**config.mk**
```make
export PLATFORM = sky130hd
export DESIGN_NAME = pio_io_decode
export DESIGN_NICKNAME = d
export VERILOG_FILES = /design/src/hw/pio_sync.v /design/src/hw/pio_port_match.v /design/src/hw/pio_io_decode.v
export VERILOG_INCLUDE_DIRS = /design/src /design/src/hw
export SDC_FILE = /design/constraint.sdc
export NUM_CORES = 1
export LEC_CHECK = 0
export BUFFER_PORTS_ARGS = -buffer_cell sky130_fd_sc_hd__buf_2
export CORE_UTILIZATION = 55
export DETAILED_ROUTE_END_ITERATION = 6
export GPL_TIMING_DRIVEN = 0
export PLACE_DENSITY = 0.84
export RECOVER_POWER = 50
export SLEW_MARGIN = 20
export SYNTH_ARGS = -nofsm -noshare
export SYNTH_HDL_FRONTEND = slang
export SYNTH_SLANG_ARGS = --single-unit
export TNS_END_PERCENT = 1
```
**constraint.sdc**
```tcl
create_clock -name core_clk -period 12.35 [get_ports core_clk]
set_clock_uncertainty 0.1 [all_clocks]
set_input_delay 1.8525 -clock core_clk [delete_from_list [all_inputs] [get_ports core_clk]]
set_output_delay 1.8525 -clock core_clk [all_outputs]
set_load 0.05 [all_outputs]
```
**src/hw/pio_decode_regs.vh**
```
// Register indices, field positions, reset values and I/O port addresses of the port decoder
`ifndef PIO_DECODE_REGS_VH
`define PIO_DECODE_REGS_VH

// Host I/O addresses (10-bit low address, upper bits must be zero)
`define PIO_ADDR_INDEX_PORT   10'h022
`define PIO_ADDR_DATA_PORT    10'h023
`define PIO_ADDR_POS_ID_HIGH  10'h101

// Register indices written to the index port
`define PIO_IDX_PORT1_SETUP   8'h83
`define PIO_IDX_PORT1_CMP_LO  8'h84
`define PIO_IDX_PORT2_SETUP   8'h85
`define PIO_IDX_PORT2_CMP_LO  8'h86
`define PIO_IDX_SYS_ID_UPPER  8'h87

// Setup register field positions
`define PIO_SETUP_ADDR8       0
`define PIO_SETUP_ADDR9       1
`define PIO_SETUP_UPPER_SEL   2
`define PIO_SETUP_WR_QUAL     3
`define PIO_SETUP_RD_QUAL     4
`define PIO_SETUP_MASK_LSB    5
`define PIO_SETUP_MASK_MSB    7

// Reset values
`define PIO_RST_SETUP         8'h00
`define PIO_RST_CMP_LO        8'h00
`define PIO_RST_INDEX         8'h00
`define PIO_RST_UNMAPPED_RD   8'h00

// Synchroniser depth on every pin input
`define PIO_SYNC_STAGES       2

`endif

```
**src/hw/pio_sync.v**
```verilog
// Two-flop synchroniser for a bus of pin inputs, frozen while the clock enable is low
`timescale 1ns/1ps
`default_nettype none

module pio_sync #(
  parameter             WIDTH     = 1,
  parameter [WIDTH-1:0] RESET_VAL = {WIDTH{1'b0}}
) (
  input  wire             core_clk,
  input  wire             reset,
  input  wire             clk_en,
  input  wire [WIDTH-1:0] pin_in,
  output wire [WIDTH-1:0] sync_out
);

  reg [WIDTH-1:0] stage1_reg;  // Metastability catcher, read only by stage2
  reg [WIDTH-1:0] stage2_reg;  // Settled copy for the logic

  // Two stages; resets to the inactive level so no strobe is seen at release
  always @(posedge core_clk or posedge reset) begin
    if (reset) begin
      stage1_reg <= RESET_VAL;
      stage2_reg <= RESET_VAL;
    end else if (clk_en) begin
      stage1_reg <= pin_in;
      stage2_reg <= stage1_reg;
    end
  end

  assign sync_out = stage2_reg;

endmodule

`default_nettype wire

```
**src/hw/pio_port_match.v**
```verilog
// Address and strobe compare for one programmable port select
`timescale 1ns/1ps
`default_nettype none
`include "pio_decode_regs.vh"

module pio_port_match (
  input  wire [7:0] setup,
  input  wire [7:0] compare_low,
  input  wire [9:0] io_addr_low,
  input  wire       onboard_io_n,
  input  wire       upper_addr_match_n,
  input  wire       io_write_strobe_n,
  input  wire       io_read_strobe_n,
  output wire       match
);

  // Mask pattern to don't-care vector for address bits 2..0.
  // Each pattern bit masks one address bit, so 001 frees bit 1 and 111 frees all three.
  function [2:0] pio_mask_decode;
    input [2:0] pattern;
    begin
      pio_mask_decode = {pattern[2], pattern[0], pattern[1]};
    end
  endfunction

  wire [9:0] cmp_addr;     // Full 10-bit compare value
  wire [9:0] care;         // One where the address bit takes part
  wire       low_hit;      // Unmasked low bits equal
  wire       upper_hit;    // Upper range qualifier present
  wire       wr_ok;        // Write qualification met
  wire       rd_ok;        // Read qualification met

  assign cmp_addr = {setup[`PIO_SETUP_ADDR9], setup[`PIO_SETUP_ADDR8], compare_low};
  assign care     = {7'h7F,
                     ~pio_mask_decode(setup[`PIO_SETUP_MASK_MSB:`PIO_SETUP_MASK_LSB])};
  assign low_hit  = ((io_addr_low ^ cmp_addr) & care) == 10'h000;

  // Upper range: on-board strobe means bits 10..16 zero, else the external decode
  assign upper_hit = setup[`PIO_SETUP_UPPER_SEL] ? ~upper_addr_match_n
                                                 : ~onboard_io_n;

  // Strobe qualification; a clear bit leaves the strobe out of the decode
  assign wr_ok = ~setup[`PIO_SETUP_WR_QUAL] | ~io_write_strobe_n;
  assign rd_ok = ~setup[`PIO_SETUP_RD_QUAL] | ~io_read_strobe_n;

  // Every enabled condition together
  assign match = low_hit & upper_hit & wr_ok & rd_ok;

endmodule

`default_nettype wire

```
**src/hw/pio_io_decode.v**
```verilog
// Programmable I/O port select decoder with index/data register access
// Contract
// Upper select 0: on-board strobe, 1K range
// Upper select 1: external upper decode, 64K
// Setup bit 3 set: select only during writes
// Setup bit 3 clear: write strobe ignored
// Setup bit 4 set: select only during reads
// Setup bit 4 clear: read strobe ignored
// Setup bits 7:5 mask address bits 0-2
// Index 84H holds port 1 compare bits 0-7
// Index 86H holds port 2 compare bits 0-7
// Index 85H bits 0,1 are port 2 bits 8,9
// Index at port 22H, data through port 23H
// Index 87H holds system ID upper byte
// Port 0101H returns ID only in setup mode
// Index 83H bits 0,1 are port 1 bits 8,9
// Software enters setup mode via port 94 bit 7; this block decodes no port 94 and takes setup mode from the system_setup_n pin
// Select low only when all conditions met
`timescale 1ns/1ps
`default_nettype none
`include "pio_decode_regs.vh"

module pio_io_decode #(
  parameter [7:0] SYS_ID_UPPER_RESET = 8'h5A  // Arbitrary neutral value, set per system
) (
  input  wire       core_clk,
  input  wire       reset,
  input  wire       clk_en,
  input  wire [9:0] io_addr_low,
  input  wire [6:0] io_addr_high,
  input  wire       io_write_strobe_n,
  input  wire       io_read_strobe_n,
  input  wire       onboard_io_n,
  input  wire       upper_addr_match_n,
  input  wire       system_setup_n,
  input  wire [7:0] io_data_in,
  output wire [7:0] io_data_out,
  output wire       io_data_oe,
  output wire       prog_port_select_1_n,
  output wire       prog_port_select_2_n
);

  // How the block keeps time. Every pin crosses two flops before any logic reads it,
  // so the logic sees the bus two edges late, and the registered outputs follow one
  // edge after that: a select or a read answer appears on the third edge after its
  // pins settle, and drops on the third edge after they let go. The lag is fixed, so
  // host timing only has to allow for it once.
  // Register writes are committed at the rising edge of the write strobe, using the
  // address and data held from the cycle before it. The host may therefore drop them
  // as the strobe rises without spoiling the write.
  // Limitation: address and data are synchronised bit by bit, so they must be stable
  // for the two sync cycles before a strobe moves, or the logic may see a mix of old
  // and new bits. For the same reason each strobe has to stay low, and then high, for
  // at least two core_clk cycles; a shorter pulse may be missed.
  // Clock enable low freezes every flop, synchronisers included; a strobe that comes
  // and goes entirely while it is low is lost, so the host must not run cycles then.
  // Trade-off: registered outputs cost one more edge of lag but can never glitch
  // while the compare logic settles, which matters for select lines.

  // Synchronised pin inputs
  wire [9:0] addr_low_s;      // Low address bits
  wire [6:0] addr_high_s;     // Upper address bits 10..16
  wire [7:0] data_s;          // Write data
  wire       wr_n_s;          // Write strobe, active low
  wire       rd_n_s;          // Read strobe, active low
  wire       onboard_n_s;     // On-board I/O strobe
  wire       upper_n_s;       // External upper decode
  wire       setup_n_s;       // System setup mode, active low

  // Pin inputs all cross into core_clk through two flops
  pio_sync #(
    .WIDTH     (10),
    .RESET_VAL (10'h000)
  ) u_sync_addr_low (
    .core_clk (core_clk),
    .reset    (reset),
    .clk_en   (clk_en),
    .pin_in   (io_addr_low),
    .sync_out (addr_low_s)
  );

  // Address bits 10..16 and write data ride the same two-stage chain as the strobes
  pio_sync #(
    .WIDTH     (15),
    .RESET_VAL (15'h0000)
  ) u_sync_high_data (
    .core_clk (core_clk),
    .reset    (reset),
    .clk_en   (clk_en),
    .pin_in   ({io_addr_high, io_data_in}),
    .sync_out ({addr_high_s, data_s})
  );

  // Active-low controls reset to their inactive level
  pio_sync #(
    .WIDTH     (5),
    .RESET_VAL (5'h1F)
  ) u_sync_ctrl (
    .core_clk (core_clk),
    .reset    (reset),
    .clk_en   (clk_en),
    .pin_in   ({io_write_strobe_n, io_read_strobe_n, onboard_io_n,
                upper_addr_match_n, system_setup_n}),
    .sync_out ({wr_n_s, rd_n_s, onboard_n_s, upper_n_s, setup_n_s})
  );

  // Register file and access state
  reg  [7:0] index_reg;           // Latched register index
  reg  [7:0] port1_setup_reg;     // Port 1 setup
  reg  [7:0] port1_cmp_low_reg;   // Port 1 compare bits 0-7
  reg  [7:0] port2_setup_reg;     // Port 2 setup
  reg  [7:0] port2_cmp_low_reg;   // Port 2 compare bits 0-7
  reg  [7:0] sys_id_upper_reg;    // System ID upper byte
  reg        wr_n_prev_reg;       // Write strobe one cycle back
  reg  [9:0] addr_prev_reg;       // Address held from the previous cycle
  reg        high_zero_prev_reg;  // Upper address zero in the previous cycle
  reg  [7:0] data_prev_reg;       // Write data held from the previous cycle
  reg  [7:0] rd_data_reg;         // Read data driven to the bus
  reg        rd_oe_reg;           // Bus drive enable
  reg        sel1_n_reg;          // Port select 1 output
  reg        sel2_n_reg;          // Port select 2 output
  reg  [7:0] rd_data_next;        // Read data chosen this cycle
  reg        rd_oe_next;          // Drive enable chosen this cycle

  // Decode results, all taken from synced pins
  wire       high_zero;           // Bits 10..16 all zero
  wire       wr_done;             // End of a host write cycle
  wire       hit_index_wr;        // Write to the index port
  wire       hit_data_wr;         // Write to the data port
  wire       match1;              // Port 1 decode
  wire       match2;              // Port 2 decode

  assign high_zero = addr_high_s == 7'h00;

  // Host port decode shared by the write and read paths: the upper address bits must be
  // zero and the low ten bits must name the port exactly. One copy means a write and a
  // read of the same address can never be steered to different ports.
  function pio_host_port_hit;
    input       upper_zero;  // Address bits 10..16 were all zero
    input [9:0] addr;        // Low address bits as the logic sees them
    input [9:0] port;        // Host port to test against
    begin
      pio_host_port_hit = upper_zero & (addr == port);
    end
  endfunction

  // Writes take effect at the strobe's rising edge, using the address and data that
  // stood while it was low; the host may let them go as the strobe rises.
  assign wr_done      = wr_n_s & ~wr_n_prev_reg;
  assign hit_index_wr = wr_done & pio_host_port_hit(high_zero_prev_reg, addr_prev_reg,
                                                    `PIO_ADDR_INDEX_PORT);
  assign hit_data_wr  = wr_done & pio_host_port_hit(high_zero_prev_reg, addr_prev_reg,
                                                    `PIO_ADDR_DATA_PORT);

  // Pipeline of strobe history and held address/data
  // The held copies give a write the address and data of the last cycle in which
  // the strobe was still low, the last cycle the host is sure to keep them.
  always @(posedge core_clk or posedge reset) begin
    if (reset) begin
      wr_n_prev_reg      <= 1'b1;
      addr_prev_reg      <= 10'h000;
      high_zero_prev_reg <= 1'b0;
      data_prev_reg      <= 8'h00;
    end else if (clk_en) begin
      wr_n_prev_reg      <= wr_n_s;
      addr_prev_reg      <= addr_low_s;
      high_zero_prev_reg <= high_zero;
      data_prev_reg      <= data_s;
    end
  end

  // Index latch and indexed register writes
  // An index write and a data write never fall in one cycle: they need different
  // addresses in the same held-address flop.
  always @(posedge core_clk or posedge reset) begin
    if (reset) begin
      index_reg         <= `PIO_RST_INDEX;
      port1_setup_reg   <= `PIO_RST_SETUP;
      port1_cmp_low_reg <= `PIO_RST_CMP_LO;
      port2_setup_reg   <= `PIO_RST_SETUP;
      port2_cmp_low_reg <= `PIO_RST_CMP_LO;
      sys_id_upper_reg  <= SYS_ID_UPPER_RESET;
    end else if (clk_en) begin
      if (hit_index_wr) begin
        index_reg <= data_prev_reg;
      end
      if (hit_data_wr) begin
        // Route the data port to the latched index; unknown indices drop the write
        case (index_reg)
          `PIO_IDX_PORT1_SETUP: begin
            port1_setup_reg <= data_prev_reg;
          end
          `PIO_IDX_PORT1_CMP_LO: begin
            port1_cmp_low_reg <= data_prev_reg;
          end
          `PIO_IDX_PORT2_SETUP: begin
            port2_setup_reg <= data_prev_reg;
          end
          `PIO_IDX_PORT2_CMP_LO: begin
            port2_cmp_low_reg <= data_prev_reg;
          end
          `PIO_IDX_SYS_ID_UPPER: begin
            sys_id_upper_reg <= data_prev_reg;
          end
          // Unknown index: no register changes and the index simply stays
          default: begin
            index_reg <= index_reg;
          end
        endcase
      end
    end
  end

  // Read path: choose what the host sees during a read strobe
  // Reads use the live synced pins rather than the held copy: a read has no commit
  // edge, and the drive must let go as soon as the strobe does.
  always @* begin
    rd_data_next = `PIO_RST_UNMAPPED_RD;
    rd_oe_next   = 1'b0;
    if (~rd_n_s) begin
      if (pio_host_port_hit(high_zero, addr_low_s, `PIO_ADDR_INDEX_PORT)) begin
        rd_data_next = index_reg;
        rd_oe_next   = 1'b1;
      end else if (pio_host_port_hit(high_zero, addr_low_s, `PIO_ADDR_DATA_PORT)) begin
        rd_oe_next = 1'b1;
        // Data port reads the register under the latched index
        case (index_reg)
          `PIO_IDX_PORT1_SETUP:  rd_data_next = port1_setup_reg;
          `PIO_IDX_PORT1_CMP_LO: rd_data_next = port1_cmp_low_reg;
          `PIO_IDX_PORT2_SETUP:  rd_data_next = port2_setup_reg;
          `PIO_IDX_PORT2_CMP_LO: rd_data_next = port2_cmp_low_reg;
          `PIO_IDX_SYS_ID_UPPER: rd_data_next = sys_id_upper_reg;
          default:               rd_data_next = `PIO_RST_UNMAPPED_RD;
        endcase
      end else if (pio_host_port_hit(high_zero, addr_low_s, `PIO_ADDR_POS_ID_HIGH) &&
                   ~setup_n_s) begin
        // Outside setup mode this address belongs to someone else, so stay off the bus
        rd_data_next = sys_id_upper_reg;
        rd_oe_next   = 1'b1;
      end
    end
  end

  // Registered bus drive
  // Enable and data share one edge, so the bus never sees the enable ahead of
  // valid data, nor stale data after the enable.
  always @(posedge core_clk or posedge reset) begin
    if (reset) begin
      rd_data_reg <= 8'h00;
      rd_oe_reg   <= 1'b0;
    end else if (clk_en) begin
      rd_data_reg <= rd_data_next;
      rd_oe_reg   <= rd_oe_next;
    end
  end

  assign io_data_out = rd_data_reg;
  assign io_data_oe  = rd_oe_reg;

  // Compare logic for the two programmable selects
  // Both units see the same synced bus and differ only in their register sets; they
  // are pure logic, so the select flops below alone set the output timing.
  pio_port_match u_match1 (
    .setup              (port1_setup_reg),
    .compare_low        (port1_cmp_low_reg),
    .io_addr_low        (addr_low_s),
    .onboard_io_n       (onboard_n_s),
    .upper_addr_match_n (upper_n_s),
    .io_write_strobe_n  (wr_n_s),
    .io_read_strobe_n   (rd_n_s),
    .match              (match1)
  );

  pio_port_match u_match2 (
    .setup              (port2_setup_reg),
    .compare_low        (port2_cmp_low_reg),
    .io_addr_low        (addr_low_s),
    .onboard_io_n       (onboard_n_s),
    .upper_addr_match_n (upper_n_s),
    .io_write_strobe_n  (wr_n_s),
    .io_read_strobe_n   (rd_n_s),
    .match              (match2)
  );

  // Selects come from flops so the pins never glitch on decode settling
  always @(posedge core_clk or posedge reset) begin
    if (reset) begin
      sel1_n_reg <= 1'b1;
      sel2_n_reg <= 1'b1;
    end else if (clk_en) begin
      sel1_n_reg <= ~match1;
      sel2_n_reg <= ~match2;
    end
  end

  // Both selects idle high in reset, so no device is picked while the block starts
  assign prog_port_select_1_n = sel1_n_reg;
  assign prog_port_select_2_n = sel2_n_reg;

endmodule

`default_nettype wire

```
# Word level (Yosys, flattened, before mapping)

Index checks and enable logic that the tools add are counted.

Register bits: 139
Bits of input ports: 33

Eq/ne operators: 11
Multiplexer cells: 14
Bitwise logic cells: 36
Reductions and logical operators: 11

Operator list:

| operator                                                                | number |
|---|---|
| 8-bit two-way mux                                                       | 7 |
| 10-bit by 6-bit equality test with 1-bit output (second input constant) | 4 |
| 8-bit equality test (second input constant)                             | 5 |
| 8-bit one-hot mux with 5 select lines                                   | 1 |
| 10-bit AND                                                              | 2 |
| 10-bit logical NOT                                                      | 2 |
| 10-bit bitwise XOR                                                      | 2 |
| 3-bit AND reduction                                                     | 5 |
| 1-bit AND                                                               | 14 |
| 1-bit inverter                                                          | 12 |
| 10-bit by 9-bit equality test with 1-bit output (second input constant) | 1 |
| 7-bit logical NOT                                                       | 1 |
| 1-bit two-way mux                                                       | 6 |
| 3-bit inverter                                                          | 2 |
| 5-bit OR reduction                                                      | 1 |
| 1-bit OR                                                                | 4 |
| 2-bit != test (second input constant)                                   | 1 |
| 2-bit AND reduction                                                     | 1 |
| 1-bit logical AND                                                       | 1 |

# Longest topological paths before layout

Gate-level depths: netlist of the first run.

Depth in word-level cells: 7
Gate-level depth with buffers: 8
Depth with buffers taken out: 5

# By module

Synthesis of the first run repeated with hierarchy kept, for this count alone.

Cells, all modules: 477
Area, all modules: 6741.5 µm²

Modules (own cells, without submodules):

| module                       | instances | cells an instance | area each (µm²) |
|---|---|---|---|
| pio_io_decode                | 1         | 314               | 3952.5 |
| pio_sync at u_sync_high_data | 1         | 64                | 1238.7 |
| pio_sync at u_sync_addr_low  | 1         | 43                | 827.0 |
| pio_sync at u_sync_ctrl      | 1         | 22                | 427.9 |
| pio_port_match               | 2         | 17                | 147.6 |

# Worst setup path after synthesis of the first run

No wires, ideal clock.

Kind: input-to-reg
Start: input port clk_en
End: register port1_cmp_low_reg[0]
Library setup time: 0.125 ns
Data arrival time: 3.295 ns
Required time: 12.125 ns
Setup slack: 8.830 ns
Stages on the path: 8
Cell sequence: clkbuf_1 -> nand2_1 -> and4b_1 -> buf_2 -> nand3_4 -> or3_1 -> buf_6 -> mux2_4

Cells in the longest elaborated chain, start to end: 1

Ends and longest elaborated chain:

| element                              | line                | source |
|---|---|---|
| from (decl)                          | pio_io_decode.v:28  | `input wire clk_en,` |
| 3-bit AND reduction (no source line) | n/a                 |  |
| to (signal assigned)                 | pio_io_decode.v:179 | `` port1_cmp_low_reg <= `PIO_RST_CMP_LO; `` |
| to (signal assigned)                 | pio_io_decode.v:194 | `port1_cmp_low_reg <= data_prev_reg;` |
| to (decl)                            | pio_io_decode.v:110 | `reg [7:0] port1_cmp_low_reg;` |

No other way between the ends.
A chain may end at the register's enable or synchronous reset.

==> key figures, run 1 <==
Status
  • Outcome: complete, but fails checks
  • Violated checks: capacitance limit, slew limit

STA
  • Final Hold Slack: slightly below 0.4 ns
  • Achievable frequency: approximately 0.15 GHz
  • Setup TNS: 0 ns
  • RSZ-0062 raised after global routing: no
  • Final Cycle Share: 0.5328
  • Final setup fails: 0
  • Slew at the pin closest to its max-slew limit: between 3 and 4 ns
  • Rel. slew slack: -1.415
  • Fin crit period: roughly 6.6 ns
  • Final Hold Vio Count: 0
  • Max Slew Vio Count: 142

Yosys
  • Synthesis-stage register bit count: ~140
  • Top cells by area, synth: dfrtp_1, mux2_2, dfstp_2
  • Share of the synthesized area in the top cell type: 0.4929
  • Post-synth net total: 473
  • Synthesis warning total: 0
  • Distinct cells, synth: between 40 and 50
  • Ys flop type: dfrtp_1
  • Sequential share of the synthesized area: 0.5651
  • Cells after Synth: 440
  • Synthesized area: between 6000 and 7000 um2
  • Most area-hungry cell type in the Yosys netlist: dfrtp_1
  • Number of synthesized flops with an enable pin: 0
  • Synth async-reset ratio: 1.000
  • Avg Cell Area, Syn: 14.08 um2

Placed design
  • DP HPWL: 9.251 mm
  • Area after DPL: 6614 um2
  • Port Buf Inserts: 42
  • Gp weighted congestion: just under 0.9

Worst setup path
  • Element type at the critical path end: async pin
  • Critical path class: in -> async
  • Crit start category: input port
  • WP data required: around 12 ns
  • Data arrival, critical path: 6.30 ns
  • CP max FO: 70
  • R2R cell count: 6

GRT
  • Pin count of the biggest net entering global routing: roughly 70
  • Grt total ovfl: 0
  • Global-route wire length before repair: about 23 mm
  • Initial antenna violation count: 0
  • Number of global-route vias before repair: between 4000 and 5000
  • GRT Util Overall: 0.2772

Layout
  • Area Growth Syn to Fin: 16.71%
  • N_diodes: 0
  • Layout cells sized above 1: 0.4602
  • Most frequent cells in the layout: dfrtp_1, mux2_2, buf_2
  • Commonest non-fill, non-tap cell in the layout: dfrtp_1
  • Filler cells: 750
  • Layout net count: 535
  • Fin util: 0.6639
  • Final Cell Area: about 7200 um2

Clocking
  • Worst skew pair latency: 0.54 ns
  • Root Buffer: clkbuf_8
  • Setup bufs post-CTS: 0
  • Clock Path Buffers: 2
  • Worst-path clk slew: around 0.070 ns
  • Post-cts hold buffer count: 0
  • Clock Sinks: ~140
  • PostCTS Resize Cnt: 0
  • TritonCTS buffer count: 17
  • CTS tree: done
  • # H-tree levels: 4

Die
  • Starting Density: 0.5688
  • Die X: approximately 110 um
  • Die area: around 12000 um2
  • Core Area: between 10000 and 15000 um2
  • Die Span Y: roughly 110 um
  • Row count: 38
  • IO Pins: 44

Routing
  • DRC Markers: 0
  • Routed WL: between 10 and 15 mm
  • TritonRoute pass-1 iters: 5
  • Vias per cell: a little over 6
  • Via count: ~4000
  • Drt wl/cell: ~22 um
  • DRT iter0 DRCs: 362
  • Antenna viol nets, final: 0

Run
  • Max-cap viol count: 2

Power and ir drop
  • Design Power: 0.001201 W
  • Pwr Density: between 150 and 200 nW/um2
  • Peak supply drop: 132.9 uV
  • Leakage: roughly 3.1 nW

Hold path
  • Worst hold path class: reg -> reg
  • Hold path cells: 1
area by class of cell:
cell class / count / area, um2 / share of cell area
multi-input combinational: 275 / 2577 / 0.3566
tap: 140 / 175.2 / 0.02423
sequential: 139 / 3500 / 0.4842
clock buffer: 19 / 431.7 / 0.05972
timing repair buffer: 43 / 214.0 / 0.02960
clock inverter: 13 / 211.5 / 0.02925
buffer: 24 / 110.1 / 0.01523
inverter: 2 / 8.758 / 0.001212
through the flow:
stage | setup slack [ns] | std cells
floorplan | 6.701 | 440
global placement | 5.465 | 622
detailed placement | 8.409 | 623
CTS | 8.922 | 655
global route | 4.662 | 655
finish | 5.770 | 655
worst max-delay path, stage by stage:
cell and delay [ns]:
buf_2 0.11, clkinvlp_2 1.63, clkbuf_1 2.66
synth_stat cells, drive strengths merged, types with 2 or more instances:
master	instances
nand4	7
mux2i	10
and3	2
mux2	128
or3	2
inv	2
or2	8
nor4	5
nor3b	2
nor2b	4
a21oi	8
a22o	8
dfrtp	122
o21ai	10
dfstp	17
xnor2	20
nand2	2
o211ai	2
nor3	3
clkbuf	13
nand2b	8
nor2	6
nand3	4
o22ai	2
buf	11
o2bb2ai	8
a22oi	18
path summary, 6_finish.rpt:
check / to / slack, ns / startpoint
max: index_reg[7] / 5.77 / reset
min: u_sync_high_data.sync_out[7] / 0.40 / u_sync_high_data.stage1_reg[7]
max reg2reg: port2_cmp_low_reg[3] / 9.52 / u_sync_ctrl.sync_out[4]
min reg2reg: u_sync_high_data.sync_out[7] / 0.40 / u_sync_high_data.stage1_reg[7]
max in group core_clk: port2_cmp_low_reg[3] / 8.87 / clk_en
min in group asynchronous: u_sync_high_data.stage1_reg[12] / 2.04 / reset
routing by layer:
metal	GRT usage	part of all wire	vias up	wire length, um
met5	0	0	-	0
met4	0.1243	0.032	0	459
met3	0.07776	0.065	45	925
met2	0.4349	0.49	155	7000
met1	0.3586	0.41	2047	5939
li1	-	-	1731	-
report_power, final:
group | switching [W] | leakage, nW | internal (W)
Sequential | 0.0000454 | 1.72 | 0.000498
Clock | 0.000201 | 0.314 | 0.000356
Combinational | 0.0000493 | 1.09 | 0.0000502
Total | 0.000296 | 3.12 | 0.000905
cell families (layout without fill, tap and decap cells):
kind of cell / Yosys count / count (layout) / share of synthesized area
flops: 139 / 139 / 0.5651
compound gates: 58 / 58 / 0.06586
buf+inv: 26 / 101 / 0.01959
mux: 138 / 138 / 0.2537
simple gates: 59 / 59 / 0.06748
xor+xnor: 20 / 20 / 0.02828
No activity file was read; power rests on OpenSTA's default activity.
==> run 2: changes to the inputs <==
==> constraint.sdc (replaced) <==
create_clock -name core_clk -period 6.2 [get_ports core_clk]
set_clock_uncertainty 0.1 [all_clocks]
set_input_delay 0.93 -clock core_clk [delete_from_list [all_inputs] [get_ports core_clk]]
set_output_delay 0.93 -clock core_clk [all_outputs]
set_load 0.05 [all_outputs]
==> key figures, run 2 (synthesis results as in run 1) <==
Power and ir drop
  • Flop pwr share: 0.453 (about the same)
  • Comb pwr share: 0.084 (about the same)
  • Switch Pwr: 0.0005888 W (+99%)
  • Internal: 0.001804 W (+99%)
  • Peak supply drop: 265.0 uV (+99%)
  • Clk pwr share: 0.464 (about the same)
  • Switching share of power: 0.2461 (-0.0005654)
  • Pwr Density: 329.9 nW/um2 (+99%)
  • Leakage: 3.135 nW (+0.37%)

Clocking
  • CTS tree: done
  • # H-tree levels: 4 (unchanged)
  • TritonCTS buffer count: 17 (unchanged)
  • Setup bufs post-CTS: 0 (unchanged)
  • Clock Path Buffers: 2 (unchanged)
  • Root Buffer: clkbuf_8
  • Clock Sinks: 139 (unchanged)
  • Worst-path clk slew: 0.06 ns (about the same)
  • Worst skew pair latency: 0.54 ns (about the same)
  • PostCTS Resize Cnt: 0 (unchanged)
  • Post-cts hold buffer count: 0 (unchanged)

Die
  • Starting Density: 0.5688 (unchanged)
  • Row count: 38 (unchanged)
  • IO Pins: 44 (unchanged)
  • Core Area: 10890 um2 (unchanged)
  • Die Span Y: 108.1 um (unchanged)
  • Die X: 108.1 um (unchanged)
  • Die area: 11690 um2 (unchanged)

GRT
  • Initial antenna violation count: 0 (unchanged)
  • Global-route wire length before repair: 23.44 mm (unchanged)
  • Pin count of the biggest net entering global routing: 71 (unchanged)
  • Number of global-route vias before repair: 4286 (unchanged)
  • Grt total ovfl: 0 (unchanged)
  • GRT Util Overall: 0.2772 (unchanged)

Layout
  • Fin util: 0.6661 (+0.002184)
  • N_diodes: 0 (unchanged)
  • Layout net count: 535 (unchanged)
  • Commonest non-fill, non-tap cell in the layout: dfrtp_1
  • Layout cells sized above 1: 0.4621 (+0.001942)
  • Most frequent cells in the layout: dfrtp_1, mux2_2, buf_2
  • Area Growth Syn to Fin: 17.09%

Worst setup path
  • Reg2reg end: port2_cmp_low_reg[3]
  • Critical path class: reg -> reg
  • R2R cell count: 6 (unchanged)
  • CP Cell Sequence: nor4b_1, and4b_1, buf_2, nand3_4, nor3b_4, mux2_2
  • CP max FO: 8 (-89%)
  • Element type at the critical path end: register
  • WP data required: 6.51 ns (-5.56 ns)
  • Worst R2R Setup Slack: 3.39 ns (-6.13 ns)
  • Crit start category: register
  • Critical-path top delay cell: dfstp_2
  • Worst r2r src: u_sync_ctrl.sync_out[4]
  • Crit path capture: port2_cmp_low_reg[3]
  • Setup crit start: u_sync_ctrl.sync_out[4]
  • Critical path's largest stage delay: 0.63 ns (-2.03 ns)
  • Data arrival, critical path: 3.13 ns (-3.17 ns)

Hold path
  • Worst hold path class: reg -> reg

STA
  • Final setup fails: 0 (unchanged)
  • Fin crit period: approximately 2.8 ns
  • Max Slew Vio Count: 70 (-51%)
  • Slew at the pin closest to its max-slew limit: 3.028 ns (-0.5947 ns)
  • Rel. slew slack: -1.030 (+0.3853)
  • Achievable frequency: 0.3556 GHz
  • Setup TNS: 0 ns (unchanged)
  • RSZ-0062 raised after global routing: no
  • Final Hold Vio Count: 0 (unchanged)
  • Final Cycle Share: 0.4535

Placed design
  • Port Buf Inserts: 42 (unchanged)
  • DP HPWL: 9.251 mm (unchanged)
  • Gp weighted congestion: 0.8861 (unchanged)

Routing
  • Drt wl/cell: 21.86 um (about the same)
  • Vias per cell: 6.060 (-0.23%)
  • Via count: 3969 (-0.23%)
  • Antenna viol nets, final: 0 (unchanged)
  • DRC Markers: 0 (unchanged)
  • TritonRoute pass-1 iters: 5 (unchanged)
  • DRT iter0 DRCs: 337 (-6.9%)
  • Routed WL: 14.32 mm (about the same)

Status
  • Outcome: complete, but fails checks
  • Violated checks: capacitance limit, slew limit

Run
  • Max-cap viol count: 1 (-1)
==> run 2: final cells by class <==
| type | instances | area (um2) |
|---|---|---|
| fillers | 746 | 3636 |
| flip-flops and latches | 139 | 3500 |
| multi-input cells | 275 | 2577 |
| clock buffers | 19 | 431.7 |
| repair buffers | 43 | 237.7 |
| clock inverters | 13 | 211.5 |
| well taps | 140 | 175.2 |
| plain buffers | 24 | 110.1 |
| inverters | 2 | 8.758 |
==> run 2: critical path, delay by kind of cell, from the launching register on <==
family | cells | cell delay (ns)
buffers and inverters | 1 | 0.18
flip-flops | 1 | 0.63
AND/OR/NAND/NOR | 4 | 1.36
multiplexers | 1 | 0.42
==> run 2: layer usage <==
| layer | vias up | routed length, um | GRT usage |
|---|---|---|---|
| li1 | 1734 | - | - |
| met1 | 2042 | 5944 | 0.3586 |
| met2 | 157 | 7015 | 0.4349 |
| met3 | 36 | 966 | 0.07776 |
| met4 | 0 | 392 | 0.1243 |
| met5 | - | 0 | 0 |
==> run 2: power by group through the flow <==
stage	clock, W	combinational, W	sequential, W
6_report	0.00111	0.000200	0.00108
5_1_grt	0.00116	0.000220	0.00109
4_1_cts	0.00112	0.000203	0.00108
3_5_place_dp	0	0.000199	0.00109
3_3_place_gp	0	0.000187	0.00109
2_1_floorplan	0	0.000139	0.00107
==> run 2: worst min path at each step <==
stage	start	to	slack [ns]	depth (start not counted)
2_1_floorplan	addr_prev_reg[5]	addr_prev_reg[5]	0.37	1
3_3_place_gp	prog_port_select_2_n	prog_port_select_2_n	0.38	2
3_5_place_dp	u_sync_high_data.sync_out[2]	u_sync_high_data.sync_out[2]	0.39	1
4_1_cts	reset	u_sync_high_data.stage1_reg[11]	0.35	2
5_1_grt	u_sync_high_data.stage1_reg[14]	u_sync_high_data.stage1_reg[14]	0.42	1
6_report	u_sync_high_data.stage1_reg[7]	u_sync_high_data.sync_out[7]	0.40	1
==> run 2: metrics by stage <==
step	cells	instance area [um2]	total power, W	worst slack (ns)	hold WS, ns
6_report	655	7252	0.002393	3.388	0.3986
5_1_grt	655	7252	0.002467	2.937	0.4212
4_1_cts	655	7257	0.002400	3.441	0.3479
3_5_place_dp	623	6614	0.001292	3.182	0.3903
3_3_place_gp	622	6579	0.001274	0.2379	0.3839
2_1_floorplan	440	6193	0.001208	1.474	0.3715
==> run 3: changes to the inputs <==
--- a/config.mk
+++ b/config.mk
@@ -7,10 +7,10 @@
 export NUM_CORES = 1
 export LEC_CHECK = 0
 export BUFFER_PORTS_ARGS = -buffer_cell sky130_fd_sc_hd__buf_2
-export CORE_UTILIZATION = 55
+export CORE_UTILIZATION = 54
 export DETAILED_ROUTE_END_ITERATION = 6
 export GPL_TIMING_DRIVEN = 0
-export PLACE_DENSITY = 0.84
+export PLACE_DENSITY = 0.85
 export RECOVER_POWER = 50
 export SLEW_MARGIN = 20
 export SYNTH_ARGS = -nofsm -noshare
==> constraint.sdc (replaced) <==
create_clock -name core_clk -period 2.34 [get_ports core_clk]
set_clock_uncertainty 0.1 [all_clocks]
set_input_delay 0.351 -clock core_clk [delete_from_list [all_inputs] [get_ports core_clk]]
set_output_delay 0.351 -clock core_clk [all_outputs]
set_load 0.05 [all_outputs]
==> key figures, run 3 (synthesis results as in run 1) <==
Status
  • Outcome: complete, but fails checks
  • Violated checks: setup timing

Die
  • IO Pins: 44 (unchanged)
  • Die Span Y: 109.1 um (+0.91%)
  • Core Area: 10980 um2 (+0.87%)
  • Die X: 109.1 um (+0.91%)
  • Row count: 38 (unchanged)
  • Starting Density: 0.5639 (-0.004925)
  • Die area: 11900 um2 (+1.8%)

Worst setup path
  • WP data required: 2.53 ns (-3.98 ns)
  • Crit path max-delay family: simple AND/OR/NAND/NOR gates
  • Data arrival, critical path: 2.55 ns (-0.58 ns)
  • Critical path's largest stage delay: 0.41 ns (-0.22 ns)
  • CP Cell Sequence: nor4bb_1, and4b_1, clkbuf_4, nand3_4, or3_1, buf_6, mux2_4
  • Setup crit start: addr_prev_reg[7]
  • CP max FO: 8 (unchanged)
  • Element type at the critical path end: register
  • Crit start category: register
  • Critical-path top delay cell: nor4bb_1
  • CP bufs+invs: 2 (+1)
  • Critical path class: reg -> reg
  • Worst r2r src: addr_prev_reg[7]

GRT
  • Global-route wire length before repair: 23.00 mm (-1.9%)
  • Number of global-route vias before repair: 4208 (-1.8%)
  • Initial antenna violation count: 0 (unchanged)
  • GRT Util Overall: 0.2685 (-0.008697)
  • Pin count of the biggest net entering global routing: 35 (-51%)
  • Grt total ovfl: 0 (unchanged)

Power and ir drop
  • Internal: 0.004800 W (+170%)
  • Pwr Density: 857.9 nW/um2 (+160%)
  • Flop pwr share: 0.456 (+0.003)
  • Switch Pwr: 0.001493 W (+150%)
  • Clk pwr share: 0.457 (-0.007)
  • Peak supply drop: 432.4 uV (+63%)
  • Switching share of power: 0.2373 (-0.008832)
  • Comb pwr share: 0.087 (+0.003)
  • Leakage: 3.164 nW (+0.91%)

Layout
  • Layout cells sized above 1: 0.4695 (+0.007330)
  • Layout net count: 544 (+1.7%)
  • Area Growth Syn to Fin: 18.42%
  • Filler cells: 736 (-1.3%)
  • N_diodes: 0 (unchanged)
  • Most frequent cells in the layout: dfrtp_1, mux2_2, buf_2
  • Commonest non-fill, non-tap cell in the layout: dfrtp_1

Clocking
  • TritonCTS buffer count: 17 (unchanged)
  • Worst-path clk slew: 0.06 ns (about the same)
  • CTS tree: done
  • Clock Path Buffers: 2 (unchanged)
  • Clock Sinks: 139 (unchanged)
  • Root Buffer: clkbuf_16
  • Worst skew pair latency: 0.42 ns (-0.12 ns)
  • # H-tree levels: 4 (unchanged)

STA
  • Fin crit period: 2.362 ns (-0.4500 ns)
  • Final Cycle Share: 1.009 (+0.5558)
  • Final Hold Vio Count: 0 (unchanged)
  • Max Slew Vio Count: 0 (-100%)
  • RSZ-0062 raised after global routing: yes
  • Final Hold Slack: 0.06246 ns (-0.3361 ns)
  • Rel. slew slack: 0.4562 (+1.486)
  • Setup TNS: -0.1019 ns (-0.1019 ns)
  • Final setup fails: 8 (+8)
  • Final Worst Setup Slack: -0.02185 ns (-3.410 ns)
  • Achievable frequency: 0.4234 GHz (+19%)
  • Slew at the pin closest to its max-slew limit: 0.8157 ns (-2.212 ns)

Routing
  • DRT iter0 DRCs: 190 (-44%)
  • Drt wl/cell: 21.26 um (-2.8%)
  • DRC Markers: 0 (unchanged)
  • Routed WL: 14.11 mm (-1.4%)
  • Vias per cell: 6.026 (-0.56%)
  • TritonRoute pass-1 iters: 5 (unchanged)
  • Antenna viol nets, final: 0 (unchanged)
  • Via count: 4001 (+0.81%)

Placed design
  • DP HPWL: 9.341 mm (+0.98%)
  • Gp weighted congestion: 0.8699 (-1.8%)
  • Pre-CTS WS: -0.2203 ns (-3.402 ns)
  • Port Buf Inserts: 42 (unchanged)

Hold path
  • Hold Crit Start: io_addr_high[2]
  • Worst hold path class: in -> reg

Run
  • Max-cap viol count: 0 (-1)
-- run 3: cell count changes in the layout (fill, tap and decap cells not counted), moves of 2 or more --
cell / before / now
buf_4: 1 / 7
inv_6: 4 / 0
clkbuf_1: 15 / 18
clkbuf_2: 0 / 2
clkbuf_8: 2 / 0
clkinvlp_4: 1 / 3
o21ai_0: 10 / 8
o21ai_1: 0 / 2
-- run 3: power by group through the flow --
stage | Clock (W) | Combinational, W | Sequential (W)
finish | 0.00288 | 0.000547 | 0.00287
global route | 0.00302 | 0.000597 | 0.00290
CTS | 0.00291 | 0.000560 | 0.00286
detailed placement | 0 | 0.000539 | 0.00289
global placement | 0 | 0.000501 | 0.00287
floorplan | 0 | 0.000368 | 0.00283
-- run 3: final cells by class --
class	instances	area [um2]	share of cell area
flip-flops and latches	139	3501	0.4773
multi-input cells	275	2606	0.3553
clock buffers	21	440.4	0.06005
repair buffers	52	295.3	0.04026
clock inverters	11	195.2	0.02661
well taps	140	175.2	0.02388
plain buffers	24	112.6	0.01535
inverters	2	8.758	0.001194
-- run 3: timing repair --
item	4_1_cts	5_1_grt
endpoints found under the hold margin	15	0
setup buffers	4	1
hold buffers	1	0
cloned	0	0
pin swaps	2	0
setup endpoints to repair	40	36
resized for setup	4	5
-- run 3: layer usage --
metal / routed length, um / track usage / vias to the layer above
li1: - / - / 1765
met1: 6055 / 0.3550 / 2055
met2: 6851 / 0.4160 / 147
met3: 808 / 0.07233 / 34
met4: 399 / 0.1187 / 0
met5: 0 / 0 / -
-- run 3: per-stage QoR --
stage	power, W	area (um2)	instances	util
2_1_floorplan	0.003201	6197	440	-
3_3_place_gp	0.003368	6583	622	0.5993
3_5_place_dp	0.003425	6663	626	0.6066
4_1_cts	0.006327	7367	663	0.6708
5_1_grt	0.006512	7335	664	0.6678
6_report	0.006293	7335	664	0.6678
-- run 3: worst paths after layout --
| kind | to | slack, ns | depth (start not counted) |
|---|---|---|---|
| min in group asynchronous | u_sync_high_data.stage1_reg[11] | 0.44 | 3 |
| setup reg to reg | port1_cmp_low_reg[5] | -0.02 | 7 |
| max in group asynchronous | sys_id_upper_reg[1] | 0.21 | 5 |
| setup / recovery | port1_cmp_low_reg[5] | -0.02 | 7 |
| hold reg to reg | prog_port_select_2_n | 0.38 | 2 |
| hold / removal | u_sync_high_data.stage1_reg[10] | 0.06 | 2 |
